## config.mk

```make
export PLATFORM = sky130hd
export DESIGN_NAME = npc_regs
export DESIGN_NICKNAME = d
export VERILOG_FILES = /design/src/logic/npc_pkg.sv /design/src/logic/npc_word_reg.sv /design/src/logic/npc_regs.sv
export SDC_FILE = /design/constraint.sdc
export NUM_CORES = 1
export LEC_CHECK = 0
export ABC_AREA = 1
export BUFFER_PORTS_ARGS = -buffer_cell sky130_fd_sc_hd__buf_2
export CAP_MARGIN = 30
export CORE_MARGIN = 5
export CORE_UTILIZATION = 40
export DETAILED_ROUTE_END_ITERATION = 16
export GPL_ROUTABILITY_DRIVEN = 0
export SLEW_MARGIN = 10
export SYNTH_ARGS = -nofsm -noshare
export SYNTH_HDL_FRONTEND = slang
export SYNTH_SLANG_ARGS = --single-unit
```

## constraint.sdc

```tcl
create_clock -name clock_i -period 4.37 [get_ports clock_i]
set_input_delay 0.874 -clock clock_i [delete_from_list [all_inputs] [get_ports clock_i]]
set_output_delay 0.874 -clock clock_i [all_outputs]
set_load 0.02 [all_outputs]
```

## src/logic/npc_pkg.sv

```systemverilog
// Purpose: constants for the next-page and port configuration register bank
// Assumes: 5-bit management register address, 16-bit register words
// Notes:   shared by the register bank and its word register leaf
//
// Functional notes
// - transmit more-pages flag is writable, one means more pages follow; resets 0.
// - transmit message-format flag writable, resets 1, selects formatted or user code.
// - transmit toggle bit is read/write, resets 0, software sets it per page.
// - transmit eleven-bit code field is read/write and resets to value one.
// - receive more-pages bit shows partner has further pages; resets 0.
// - receive acknowledge bit shows partner received our code word; resets 0.
// - receive message-format bit is read-only, resets 0, qualifies partner code bits.
// - receive comply-acknowledge bit is read-only, resets 0, shows partner compliance.
// - receive toggle bit is read-only, resets 0, reflects partner toggle.
// - receive eleven-bit code field is read-only and resets to zero.
// - force-link-pass bit forces link passing; zero gives normal qualification.
// - transmit-disable bit turns the twisted-pair transmitter off; resets 0.
// - scrambler-bypass bit bypasses scrambler and descrambler in 100 Mbit mode.
// - jabber bit disables jabber correction in 10 Mbit mode; resets 0.
// - heartbeat bit enables heartbeat in 10 Mbit mode; resets 0.
// - decode 16,17,18,19,20,26,30; other addresses 21 to 31 are reserved.
// - new page loads base or next-page receive register, sets clear-on-read flag.
// - local next-page-able status bit reads one after reset.

package npc_pkg;
   localparam int unsigned ADDR_W = 5;
   localparam int unsigned DATA_W = 16;
   localparam int unsigned CODE_W = 11;
   localparam int unsigned EXT_N  = 6;

   // register addresses
   localparam logic [4:0] ADDR_LP_BASE  = 5'h05;
   localparam logic [4:0] ADDR_AN_EXP   = 5'h06;
   localparam logic [4:0] ADDR_PG_TX    = 5'h07;
   localparam logic [4:0] ADDR_PG_RX    = 5'h08;
   localparam logic [4:0] ADDR_CFG      = 5'h10;
   localparam logic [4:0] ADDR_STAT2    = 5'h11;
   localparam logic [4:0] ADDR_INT_EN   = 5'h12;
   localparam logic [4:0] ADDR_STAT_CHG = 5'h13;
   localparam logic [4:0] ADDR_LED_CFG  = 5'h14;
   localparam logic [4:0] ADDR_DIG_CFG  = 5'h1a;
   localparam logic [4:0] ADDR_TX_CTRL  = 5'h1e;
   localparam logic [4:0] ADDR_PS_FIRST = 5'h10;

   // external select positions
   localparam int unsigned EXT_STAT2    = 0;
   localparam int unsigned EXT_INT_EN   = 1;
   localparam int unsigned EXT_STAT_CHG = 2;
   localparam int unsigned EXT_LED_CFG  = 3;
   localparam int unsigned EXT_DIG_CFG  = 4;
   localparam int unsigned EXT_TX_CTRL  = 5;

   // next-page word fields, shared by transmit and receive layouts
   localparam int unsigned PG_MORE_PAGES = 15;
   localparam int unsigned PG_ACK        = 14;
   localparam int unsigned PG_MSG_FORMAT = 13;
   localparam int unsigned PG_COMPLY_ACK = 12;
   localparam int unsigned PG_TOGGLE     = 11;

   // expansion status fields
   localparam int unsigned EXP_PG_ABLE = 2;
   localparam int unsigned EXP_PAGE_RX = 1;

   // configuration fields
   localparam int unsigned CFG_FORCE_LINK = 14;
   localparam int unsigned CFG_TX_DISABLE = 13;
   localparam int unsigned CFG_SCR_BYPASS = 12;
   localparam int unsigned CFG_JABBER_DIS = 10;
   localparam int unsigned CFG_HEARTBEAT  = 9;

   // reset values and write masks
   localparam logic [15:0] RST_PG_TX  = 16'h2001;
   localparam logic [15:0] MASK_PG_TX = 16'hbfff;
   localparam logic [15:0] RST_CFG    = 16'h0080;
   localparam logic [15:0] MASK_CFG   = 16'hffff;
   localparam logic [15:0] RST_RX     = 16'h0000;
   localparam logic [15:0] MASK_RX    = 16'hffff;
endpackage

```

## src/logic/npc_word_reg.sv

```systemverilog
// Purpose: one 16-bit register word with load strobe and write mask
// Assumes: masked-off bits stay at zero
// Notes:   reset value and mask are parameters per instance

`timescale 1ns/1ps
`default_nettype none

module npc_word_reg
   import npc_pkg::*;
#(
   parameter logic [15:0] RESET = 16'h0000,
   parameter logic [15:0] MASK  = 16'hffff
) (
   input  wire logic        clock_i,
   input  wire logic        rst_i,
   input  wire logic        load_i,
   input  wire logic [15:0] data_i,
   output logic      [15:0] q_o
);
   logic [15:0] word;
   logic [15:0] next_word;

   // take masked data on load
   always_comb begin
      next_word = word;
      if (load_i) begin
         next_word = data_i & MASK;
      end
   end

   // register the word
   always_ff @(posedge clock_i or posedge rst_i) begin
      if (rst_i) begin
         word <= RESET & MASK;
      end else begin
         word <= next_word;
      end
   end

   assign q_o = word;
endmodule

`default_nettype wire

```

## src/logic/npc_regs.sv

```systemverilog
// Purpose: next-page transmit/receive registers, port configuration, decode
// Assumes: management port is one access per cycle, synchronous to clock_i
// Notes:   read data returns one cycle after the read strobe

`timescale 1ns/1ps
`default_nettype none

module npc_regs
   import npc_pkg::*;
(
   input  wire logic              clock_i,
   input  wire logic              rst_i,
   input  wire logic [ADDR_W-1:0] mgmt_addr_i,
   input  wire logic              mgmt_wr_i,
   input  wire logic              mgmt_rd_i,
   input  wire logic [15:0]       mgmt_wdata_i,
   output logic      [15:0]       mgmt_rdata_o,
   output logic                   mgmt_rvalid_o,
   output logic                   mgmt_reserved_o,
   input  wire logic              page_rx_i,
   input  wire logic              page_is_next_i,
   input  wire logic [15:0]       page_word_i,
   input  wire logic              speed_100_i,
   input  wire logic [15:0]       ext_rdata_i,
   output logic      [EXT_N-1:0]  ext_sel_o,
   output logic                   ext_wr_o,
   output logic                   ext_rd_o,
   output logic      [15:0]       ext_wdata_o,
   output logic      [15:0]       tx_code_word_o,
   output logic                   page_received_o,
   output logic                   force_link_pass_o,
   output logic                   tx_disable_o,
   output logic                   scrambler_bypass_o,
   output logic                   jabber_corr_disable_o,
   output logic                   heartbeat_test_enable_o
);
   logic [15:0]      pg_tx;
   logic [15:0]      pg_rx;
   logic [15:0]      lp_base;
   logic [15:0]      cfg;
   logic             wr_pg_tx;
   logic             wr_cfg;
   logic             rd_exp;
   logic             load_pg_rx;
   logic             load_base;
   logic [EXT_N-1:0] ext_hit;
   logic             is_reserved;
   logic [15:0]      exp_word;
   logic [15:0]      rd_mux;

   // address decode of the management access
   always_comb begin
      wr_pg_tx   = mgmt_wr_i && (mgmt_addr_i == ADDR_PG_TX);
      wr_cfg     = mgmt_wr_i && (mgmt_addr_i == ADDR_CFG);
      rd_exp     = mgmt_rd_i && (mgmt_addr_i == ADDR_AN_EXP);
      load_pg_rx = page_rx_i && page_is_next_i;
      load_base  = page_rx_i && !page_is_next_i;
      ext_hit    = '0;
      ext_hit[EXT_STAT2]    = (mgmt_addr_i == ADDR_STAT2);
      ext_hit[EXT_INT_EN]   = (mgmt_addr_i == ADDR_INT_EN);
      ext_hit[EXT_STAT_CHG] = (mgmt_addr_i == ADDR_STAT_CHG);
      ext_hit[EXT_LED_CFG]  = (mgmt_addr_i == ADDR_LED_CFG);
      ext_hit[EXT_DIG_CFG]  = (mgmt_addr_i == ADDR_DIG_CFG);
      ext_hit[EXT_TX_CTRL]  = (mgmt_addr_i == ADDR_TX_CTRL);
      is_reserved = (mgmt_addr_i >= ADDR_PS_FIRST) && (mgmt_addr_i != ADDR_CFG)
                    && !(|ext_hit);
   end

   // next-page transmit word, sent as the local code word
   npc_word_reg #(
      .RESET (RST_PG_TX),
      .MASK  (MASK_PG_TX)
   ) u_pg_tx (
      .clock_i (clock_i),
      .rst_i   (rst_i),
      .load_i  (wr_pg_tx),
      .data_i  (mgmt_wdata_i),
      .q_o     (pg_tx)
   );

   // partner next-page word, loaded only by the negotiation
   npc_word_reg #(
      .RESET (RST_RX),
      .MASK  (MASK_RX)
   ) u_pg_rx (
      .clock_i (clock_i),
      .rst_i   (rst_i),
      .load_i  (load_pg_rx),
      .data_i  (page_word_i),
      .q_o     (pg_rx)
   );

   // partner base page word
   npc_word_reg #(
      .RESET (RST_RX),
      .MASK  (MASK_RX)
   ) u_lp_base (
      .clock_i (clock_i),
      .rst_i   (rst_i),
      .load_i  (load_base),
      .data_i  (page_word_i),
      .q_o     (lp_base)
   );

   // port configuration word, reserved bits stored as written
   npc_word_reg #(
      .RESET (RST_CFG),
      .MASK  (MASK_CFG)
   ) u_cfg (
      .clock_i (clock_i),
      .rst_i   (rst_i),
      .load_i  (wr_cfg),
      .data_i  (mgmt_wdata_i),
      .q_o     (cfg)
   );

   assign tx_code_word_o = pg_tx;

   // page received flag, a new page wins over the clearing read
   logic next_page_received;
   always_comb begin
      next_page_received = page_received_o;
      if (page_rx_i) begin
         next_page_received = 1'b1;
      end else if (rd_exp) begin
         next_page_received = 1'b0;
      end
   end

   always_ff @(posedge clock_i or posedge rst_i) begin
      if (rst_i) begin
         page_received_o <= 1'b0;
      end else begin
         page_received_o <= next_page_received;
      end
   end

   // read multiplexer
   always_comb begin
      exp_word = '0;
      exp_word[EXP_PG_ABLE] = 1'b1;
      exp_word[EXP_PAGE_RX] = page_received_o;
      case (mgmt_addr_i)
         ADDR_LP_BASE: rd_mux = lp_base;
         ADDR_AN_EXP:  rd_mux = exp_word;
         ADDR_PG_TX:   rd_mux = pg_tx;
         ADDR_PG_RX:   rd_mux = pg_rx;
         ADDR_CFG:     rd_mux = cfg;
         default:      rd_mux = (|ext_hit) ? ext_rdata_i : 16'h0000;
      endcase
   end

   // management answer and external strobes
   logic [15:0]      next_rdata;
   logic             next_rvalid;
   logic             next_reserved;
   logic [EXT_N-1:0] next_ext_sel;
   logic             next_ext_wr;
   logic             next_ext_rd;
   logic [15:0]      next_ext_wdata;
   always_comb begin
      next_rdata     = mgmt_rd_i ? rd_mux : mgmt_rdata_o;
      next_rvalid    = mgmt_rd_i;
      next_reserved  = (mgmt_rd_i || mgmt_wr_i) && is_reserved;
      next_ext_sel   = (mgmt_rd_i || mgmt_wr_i) ? ext_hit : '0;
      next_ext_wr    = mgmt_wr_i && (|ext_hit);
      next_ext_rd    = mgmt_rd_i && (|ext_hit);
      next_ext_wdata = next_ext_wr ? mgmt_wdata_i : ext_wdata_o;
   end

   always_ff @(posedge clock_i or posedge rst_i) begin
      if (rst_i) begin
         mgmt_rdata_o    <= 16'h0000;
         mgmt_rvalid_o   <= 1'b0;
         mgmt_reserved_o <= 1'b0;
         ext_sel_o       <= '0;
         ext_wr_o        <= 1'b0;
         ext_rd_o        <= 1'b0;
         ext_wdata_o     <= 16'h0000;
      end else begin
         mgmt_rdata_o    <= next_rdata;
         mgmt_rvalid_o   <= next_rvalid;
         mgmt_reserved_o <= next_reserved;
         ext_sel_o       <= next_ext_sel;
         ext_wr_o        <= next_ext_wr;
         ext_rd_o        <= next_ext_rd;
         ext_wdata_o     <= next_ext_wdata;
      end
   end

   // line controls from configuration, scrambler, jabber and heartbeat gated by speed mode
   logic next_force;
   logic next_txdis;
   logic next_scr;
   logic next_jab;
   logic next_hb;
   always_comb begin
      next_force = cfg[CFG_FORCE_LINK];
      next_txdis = cfg[CFG_TX_DISABLE];
      next_scr   = cfg[CFG_SCR_BYPASS] && speed_100_i;
      next_jab   = cfg[CFG_JABBER_DIS] && !speed_100_i;
      next_hb    = cfg[CFG_HEARTBEAT] && !speed_100_i;
   end

   always_ff @(posedge clock_i or posedge rst_i) begin
      if (rst_i) begin
         force_link_pass_o       <= 1'b0;
         tx_disable_o            <= 1'b0;
         scrambler_bypass_o      <= 1'b0;
         jabber_corr_disable_o   <= 1'b0;
         heartbeat_test_enable_o <= 1'b0;
      end else begin
         force_link_pass_o       <= next_force;
         tx_disable_o            <= next_txdis;
         scrambler_bypass_o      <= next_scr;
         jabber_corr_disable_o   <= next_jab;
         heartbeat_test_enable_o <= next_hb;
      end
   end

   // checks on the register bank
   property p_tx_write;
      @(posedge clock_i) disable iff (rst_i)
      wr_pg_tx |=> (tx_code_word_o == ($past(mgmt_wdata_i) & MASK_PG_TX));
   endproperty
   a_tx_write: assert property (p_tx_write) else $error("transmit word not loaded");

   property p_tx_hold;
      @(posedge clock_i) disable iff (rst_i)
      !wr_pg_tx |=> $stable(tx_code_word_o);
   endproperty
   a_tx_hold: assert property (p_tx_hold) else $error("transmit word changed without write");

   property p_tx_reserved;
      @(posedge clock_i) disable iff (rst_i)
      !tx_code_word_o[PG_ACK];
   endproperty
   a_tx_reserved: assert property (p_tx_reserved) else $error("reserved transmit bit set");

   property p_rx_load;
      @(posedge clock_i) disable iff (rst_i)
      load_pg_rx ##1 (mgmt_rd_i && mgmt_addr_i == ADDR_PG_RX && !page_rx_i)
      |=> mgmt_rdata_o == $past(page_word_i, 2);
   endproperty
   a_rx_load: assert property (p_rx_load) else $error("next page receive not loaded");

   property p_base_keeps_rx;
      @(posedge clock_i) disable iff (rst_i)
      load_base |=> $stable(pg_rx);
   endproperty
   a_base_keeps_rx: assert property (p_base_keeps_rx) else $error("base page overwrote next page");

   property p_page_flag_set;
      @(posedge clock_i) disable iff (rst_i)
      page_rx_i |=> page_received_o;
   endproperty
   a_page_flag_set: assert property (p_page_flag_set) else $error("page received flag not set");

   property p_page_flag_clear;
      @(posedge clock_i) disable iff (rst_i)
      (rd_exp && !page_rx_i) |=> !page_received_o && mgmt_rdata_o[EXP_PG_ABLE]
                                 && (mgmt_rdata_o[EXP_PAGE_RX] == $past(page_received_o));
   endproperty
   a_page_flag_clear: assert property (p_page_flag_clear) else $error("page flag clear or able bit");

   property p_force;
      @(posedge clock_i) disable iff (rst_i)
      wr_cfg ##1 !wr_cfg |=> force_link_pass_o == $past(mgmt_wdata_i[CFG_FORCE_LINK], 2);
   endproperty
   a_force: assert property (p_force) else $error("force link output wrong");

   property p_txdis;
      @(posedge clock_i) disable iff (rst_i)
      wr_cfg ##1 !wr_cfg |=> tx_disable_o == $past(mgmt_wdata_i[CFG_TX_DISABLE], 2);
   endproperty
   a_txdis: assert property (p_txdis) else $error("transmit disable output wrong");

   property p_speed_gate;
      @(posedge clock_i) disable iff (rst_i)
      (scrambler_bypass_o |-> $past(speed_100_i))
      and ((jabber_corr_disable_o || heartbeat_test_enable_o) |-> !$past(speed_100_i));
   endproperty
   a_speed_gate: assert property (p_speed_gate) else $error("mode control outside its speed");

   property p_jab_hb;
      @(posedge clock_i) disable iff (rst_i)
      !speed_100_i |=> (jabber_corr_disable_o == $past(cfg[CFG_JABBER_DIS]))
                    && (heartbeat_test_enable_o == $past(cfg[CFG_HEARTBEAT]));
   endproperty
   a_jab_hb: assert property (p_jab_hb) else $error("10 Mbit controls wrong");

   property p_reserved_addr;
      @(posedge clock_i) disable iff (rst_i)
      (mgmt_rd_i && is_reserved) |=> mgmt_rvalid_o && mgmt_reserved_o && (mgmt_rdata_o == 16'h0000)
                                     && (ext_sel_o == '0);
   endproperty
   a_reserved_addr: assert property (p_reserved_addr) else $error("reserved address answered");

   property p_ext_sel;
      @(posedge clock_i) disable iff (rst_i)
      (mgmt_wr_i && mgmt_addr_i == ADDR_TX_CTRL) |=> ext_wr_o && ext_sel_o[EXT_TX_CTRL] && $onehot(ext_sel_o);
   endproperty
   a_ext_sel: assert property (p_ext_sel) else $error("external select wrong");

   c_next_page: cover property (@(posedge clock_i) disable iff (rst_i) load_pg_rx ##1 rd_exp);
   c_flag_race: cover property (@(posedge clock_i) disable iff (rst_i) page_rx_i && rd_exp);
   c_tx_last:   cover property (@(posedge clock_i) disable iff (rst_i)
                                wr_pg_tx && !mgmt_wdata_i[PG_MORE_PAGES]);
   c_reserved:  cover property (@(posedge clock_i) disable iff (rst_i) mgmt_reserved_o);
endmodule

`default_nettype wire

```

======== Word-level counts from Yosys, hierarchy flattened ========
Index checks and enable logic that the tools add are counted.
Widths: inputs -> output; s select.
cells by class
  add/sub/neg operators ................... 0
  $mul .................................... 0
  div/mod/pow operators ................... 0
  order comparisons ....................... 1
  eq/ne operators ......................... 12
  shift-type cells ........................ 0
  multiplexer cells ....................... 5
  bitwise logic cells ..................... 0
  reductions and logical operators ........ 19
operators with widths
  operator            count
  $pmux 16 s5         1
  $eq 5x5->1 const B  7
  $mux 16             1
  $eq 5x3->1 const B  3
  $logic_and 1x1->1   13
  $mux 6              1
  $reduce_or 6->1     1
  $eq 5x4->1 const B  1
  $ge 5x5->1 const B  1
  $ne 5x5->1 const B  1
  $logic_not 1->1     3
  $mux 1              2
  $reduce_bool 2->1   1
  $logic_or 1x1->1    1
word-level totals
  bits in registers ....................... 111
  latch bits .............................. 0
  RAM bits ................................ 0
  memory bits (read-only) ................. 0
  input port bits ......................... 60
  output and inout port bits .............. 64
  logic and storage cells ................. 54
  memories kept ........................... 0

======== Depth between registers and ports, before layout ========
  depth after elaboration ................. 5
  mapped depth ............................ 11
  mapped depth without buffers ............ 9

======== Modules after synthesis ========
A second synthesis with hierarchy kept.
unflattened totals
  cell total of the unflattened synthesis .. 640
  area, all modules ....................... 5220.0 sq um
modules (own cells, without submodules)
  module                        times used  cells an instance  area each (sq um)  sequential area each (sq um)
  npc_regs                      1           366                2648.8             1201.2
  npc_word_reg (u_lp_base ...)  2           69                 648.1              400.4
  npc_word_reg (u_cfg)          1           69                 649.4              401.6
  npc_word_reg (u_pg_tx)        1           67                 625.6              377.9

======== Worst setup path after synthesis ========
Ideal clock, no wire load.
  path kind ............................... input -> register
  from .................................... input mgmt_addr_i[4]
  to ...................................... register ext_wdata_o[0]
  library setup time ...................... 74 ps
  data arrival time ....................... 1766 ps
  required time ........................... 4296 ps
  path slack .............................. 2530 ps
  stages .................................. 9
  path buffers ............................ 2
  cells stage by stage .................... buf_6 > inv_2 > nor2_1 > nand2_1 > nand3_4 > nand2_4 > buf_6 > nand2_1 > o21ai_2
between the ends
  word-level cells in the longest chain between the ends .. 3
  elaborated cells between the ends (all ways) .. 8
  those cells by class .................... eq/ne (6); reduce/logical (2)
RTL lines
  what                                      line             RTL
  start: declaration                        npc_regs.sv:13   input wire logic [ADDR_W-1:0] mgmt_addr_i,
  $eq 5x5->1, or another cell as far along  npc_regs.sv:59   ext_hit[EXT_STAT2] = (mgmt_addr_i == ADDR_STAT2);
  $reduce_or 6->1 (*)                       npc_regs.sv:166  next_ext_wr = mgmt_wr_i && (|ext_hit);
  $logic_and 1x1->1 (*)                     npc_regs.sv:166
  end signal: assignment                    npc_regs.sv:187  ext_wdata_o <= next_ext_wdata;
  end: declaration                          npc_regs.sv:28   output logic [15:0] ext_wdata_o,
Every way passes the cells marked *; elsewhere a longest branch is shown, timed or not.
A chain may end at the register's enable or synchronous reset.

======== Final worst setup path ========
  from .................................... input mgmt_addr_i[1]
  to ...................................... register ext_wdata_o[9]
The elaborated chain is that of the path after synthesis.

==> reports/metrics.yaml <==
drv_cap: 0
rr_endpoint: "mgmt_rdata_o[3]"
start_util_pct: 40.33
final_core_util_pct: 47.74
synth.distinct_cells: 29
detail_route.vias_per_cell: 4.840
placed_area_mm2: 0.005644
post_drt_wl_per_cell_um: 14.59
dp_cells: 847
drtPass1Iterations: 4
cp_max_fo: 33
grt_pass1_wl_um: 20110
grt.overflow.total: 0
synth_fp_nets: 642
grt_pass1_vias: 4025
final_cells: 864
slowest_delay_ps: 700
drive_gt1_share_pct: 26.73
clkLatencyLatePin_ps: 350
slowest_stage: "nor2_2"
area_growth_pct: 18.36
tightest_slew_ps: 922.3
vias: 4182
grt_start_max_net_pins: 63
p_per_area_mw_per_mm2: 433.9
hold_violations: 0
numClockSinks: 111
dieHeight_um: 122.3
synth_seq_cells: 111
ios: 124
clock_path_buffers: 2
critPathCapture: "ext_wdata_o[9]"
cts_tree: "built"
grt_setup_unrepaired: "no"
r2r_cells: 6
relSlewSlack_pct: 38.36
p_leak_nw: 3.325
cts-root-buf: "clkbuf_16"
cts_resized: 0
cts_buffers: 9
startpoint: "mgmt_addr_i[1]"
dp_hpwl_um: 9291
ir_drop_mv: 0.2323
total_power_mw: 2.593
port_buffers: 122
outcome: "finished clean"
ys_async_sr_fraction_pct: 100.0
synth.yosys.seq_area_share_pct: 55.09
crit_arrival_ps: 2750
ctsHoldBuffers: 0
path_clk_slew_ps: 70
postSynthCellCount: 582
htree_levels: 3
diodes: 0
cp-start-kind: "primary input"
drv_slew: 0
synth_edf_count: 0
setup_viol: 0
required_ps: 4600
rows: 41
drtIter0Drc: 204
path_cells: "buf_2 -> nor2_2 -> nand2_1 -> nand3_4 -> nand2_4 -> nand2_1 -> o21ai_2"
yosysWarnings: 0
wl_met3_um: 776
hold_class: "reg2reg"
top_layer: "met4"
fin_area_mm2: 0.005976
fmax_ghz: 0.3963
r2r-start: "u_pg_tx.q_o[3]"
antenna_found_initial: 0
drc_errors: 0
antenna_violating_nets_post_route: 0
post-route-period-util_pct: 57.74
path_class: "in2reg"
grt_usage_pct: 17.11
synth_area_mm2: 0.005049
clock_skew_ps: 7.974
cp-end-kind: "register"
fin_setup_tns_ps: 0
synth_flop_cell: "dfrtp_1"
wl_met1_um: 5428
dieArea_mm2: 0.01497
r2r_slack_ps: 3330
dieWidth_um: 122.3
cts_setup_buffers: 0
syn_area_per_cell_um2: 8.675
finalCriticalPeriod_ps: 2523
critPathMostFrequentCell: "nand2_1"
nNetsFinal: 747
route.met2.wl_um: 6284
core_area_mm2: 0.01252
routed_wl_um: 12610
power by group:
part           internal, mW  total [mW]  switching (mW)
Sequential             1.18        1.27          0.0958
Clock                 0.481       0.859           0.378
Combinational         0.157       0.463           0.306
worst max-delay path: cells and delay by family:
kind	cells	cell delay, ps
and+or+nand+nor	5	1650
buffers and inverters	1	140
AOI/OAI and AO/OA	1	60
cells in the final DEF, fill, tap and decap left out, types with 9 or more instances in the layout:
cell / count
o21ai_0: 49
buf_2: 122
o21ai_1: 16
dfrtp_1: 108
nand4_1: 18
nor2_1: 28
clkbuf_16: 9
o21ai_2: 16
nand3_1: 33
nand2_1: 202
inv_1: 46
sequential cells by signal (all words and copies together) (netlist names):
| name | cells |
|---|---|
| ext_wdata_o | 16 |
| mgmt_rdata_o | 16 |
| u_cfg.q_o | 16 |
| u_lp_base.q_o | 16 |
| u_pg_rx.q_o | 16 |
| u_pg_tx.q_o | 15 |
| ext_sel_o | 6 |
| ext_rd_o | 1 |
| ext_wr_o | 1 |
| force_link_pass_o | 1 |
| heartbeat_test_enable_o | 1 |
| jabber_corr_disable_o | 1 |
| mgmt_reserved_o | 1 |
| mgmt_rvalid_o | 1 |
| page_received_o | 1 |
| scrambler_bypass_o | 1 |
| tx_disable_o | 1 |
worst min-delay path by stage:
stage | to | from | cells past startpoint | slack [ps]
final | tx_disable_o | u_cfg.q_o[13] | 0 | 440
after global routing | tx_disable_o | u_cfg.q_o[13] | 0 | 460
after CTS | tx_disable_o | u_cfg.q_o[13] | 0 | 440
after detailed placement | tx_disable_o | u_cfg.q_o[13] | 0 | 420
after global placement | tx_disable_o | u_cfg.q_o[13] | 0 | 420
after floorplan | force_link_pass_o | u_cfg.q_o[14] | 0 | 370
cells in the mapped netlist, types with 2 or more instances:
| library cell | instances | area [um^2] |
|---|---|---|
| buf_2 | 4 | 20.02 |
| buf_4 | 6 | 45.04 |
| buf_6 | 9 | 101.4 |
| clkbuf_1 | 9 | 33.78 |
| clkbuf_8 | 4 | 55.05 |
| dfrtp_1 | 108 | 2703 |
| dfstp_2 | 3 | 78.83 |
| inv_1 | 47 | 176.4 |
| inv_2 | 3 | 11.26 |
| nand2_1 | 202 | 758.2 |
| nand2_2 | 6 | 37.54 |
| nand2_4 | 2 | 22.52 |
| nand3_1 | 33 | 165.2 |
| nand3_2 | 3 | 30.03 |
| nand4_1 | 18 | 112.6 |
| nor2_1 | 28 | 105.1 |
| nor2_2 | 5 | 31.28 |
| nor3_1 | 3 | 15.01 |
| o21ai_0 | 49 | 245.2 |
| o21ai_1 | 16 | 80.08 |
| o21ai_2 | 16 | 140.1 |
layout make-up:
class	instances	area, um^2
repair buffers	126	648.1
fillers	1272	6541
inverters	50	190.2
clock buffers	11	252.7
well taps	172	215.2
clock inverters	5	63.81
multi-input cells	389	1824
flip-flops and latches	111	2781
stage by stage:
step | setup WS, ps | hold WS, ps
5_1_grt | 1677 | 462.5
3_3_place_gp | 1524 | 416.1
2_1_floorplan | 570.3 | 374.4
3_5_place_dp | 1495 | 420.4
4_1_cts | 1863 | 438.1
6_report | 1847 | 439.9
routing by layer:
metal | vias up | global-route usage [%]
li1 | 2060 | -
met1 | 2006 | 22.61
met2 | 106 | 28.72
met3 | 10 | 3.917
met4 | 0 | 4.059
met5 | - | 0
cell families (layout without fill, tap and decap cells):
logic type	after synthesis	after routing	synth area share, %
compound gates	82	82	9.368
buf+inv	82	192	8.773
flops	111	111	55.09
other cells	1	1	0.07428
simple gates	306	306	26.69
No activity file was read; power rests on OpenSTA's default activity.
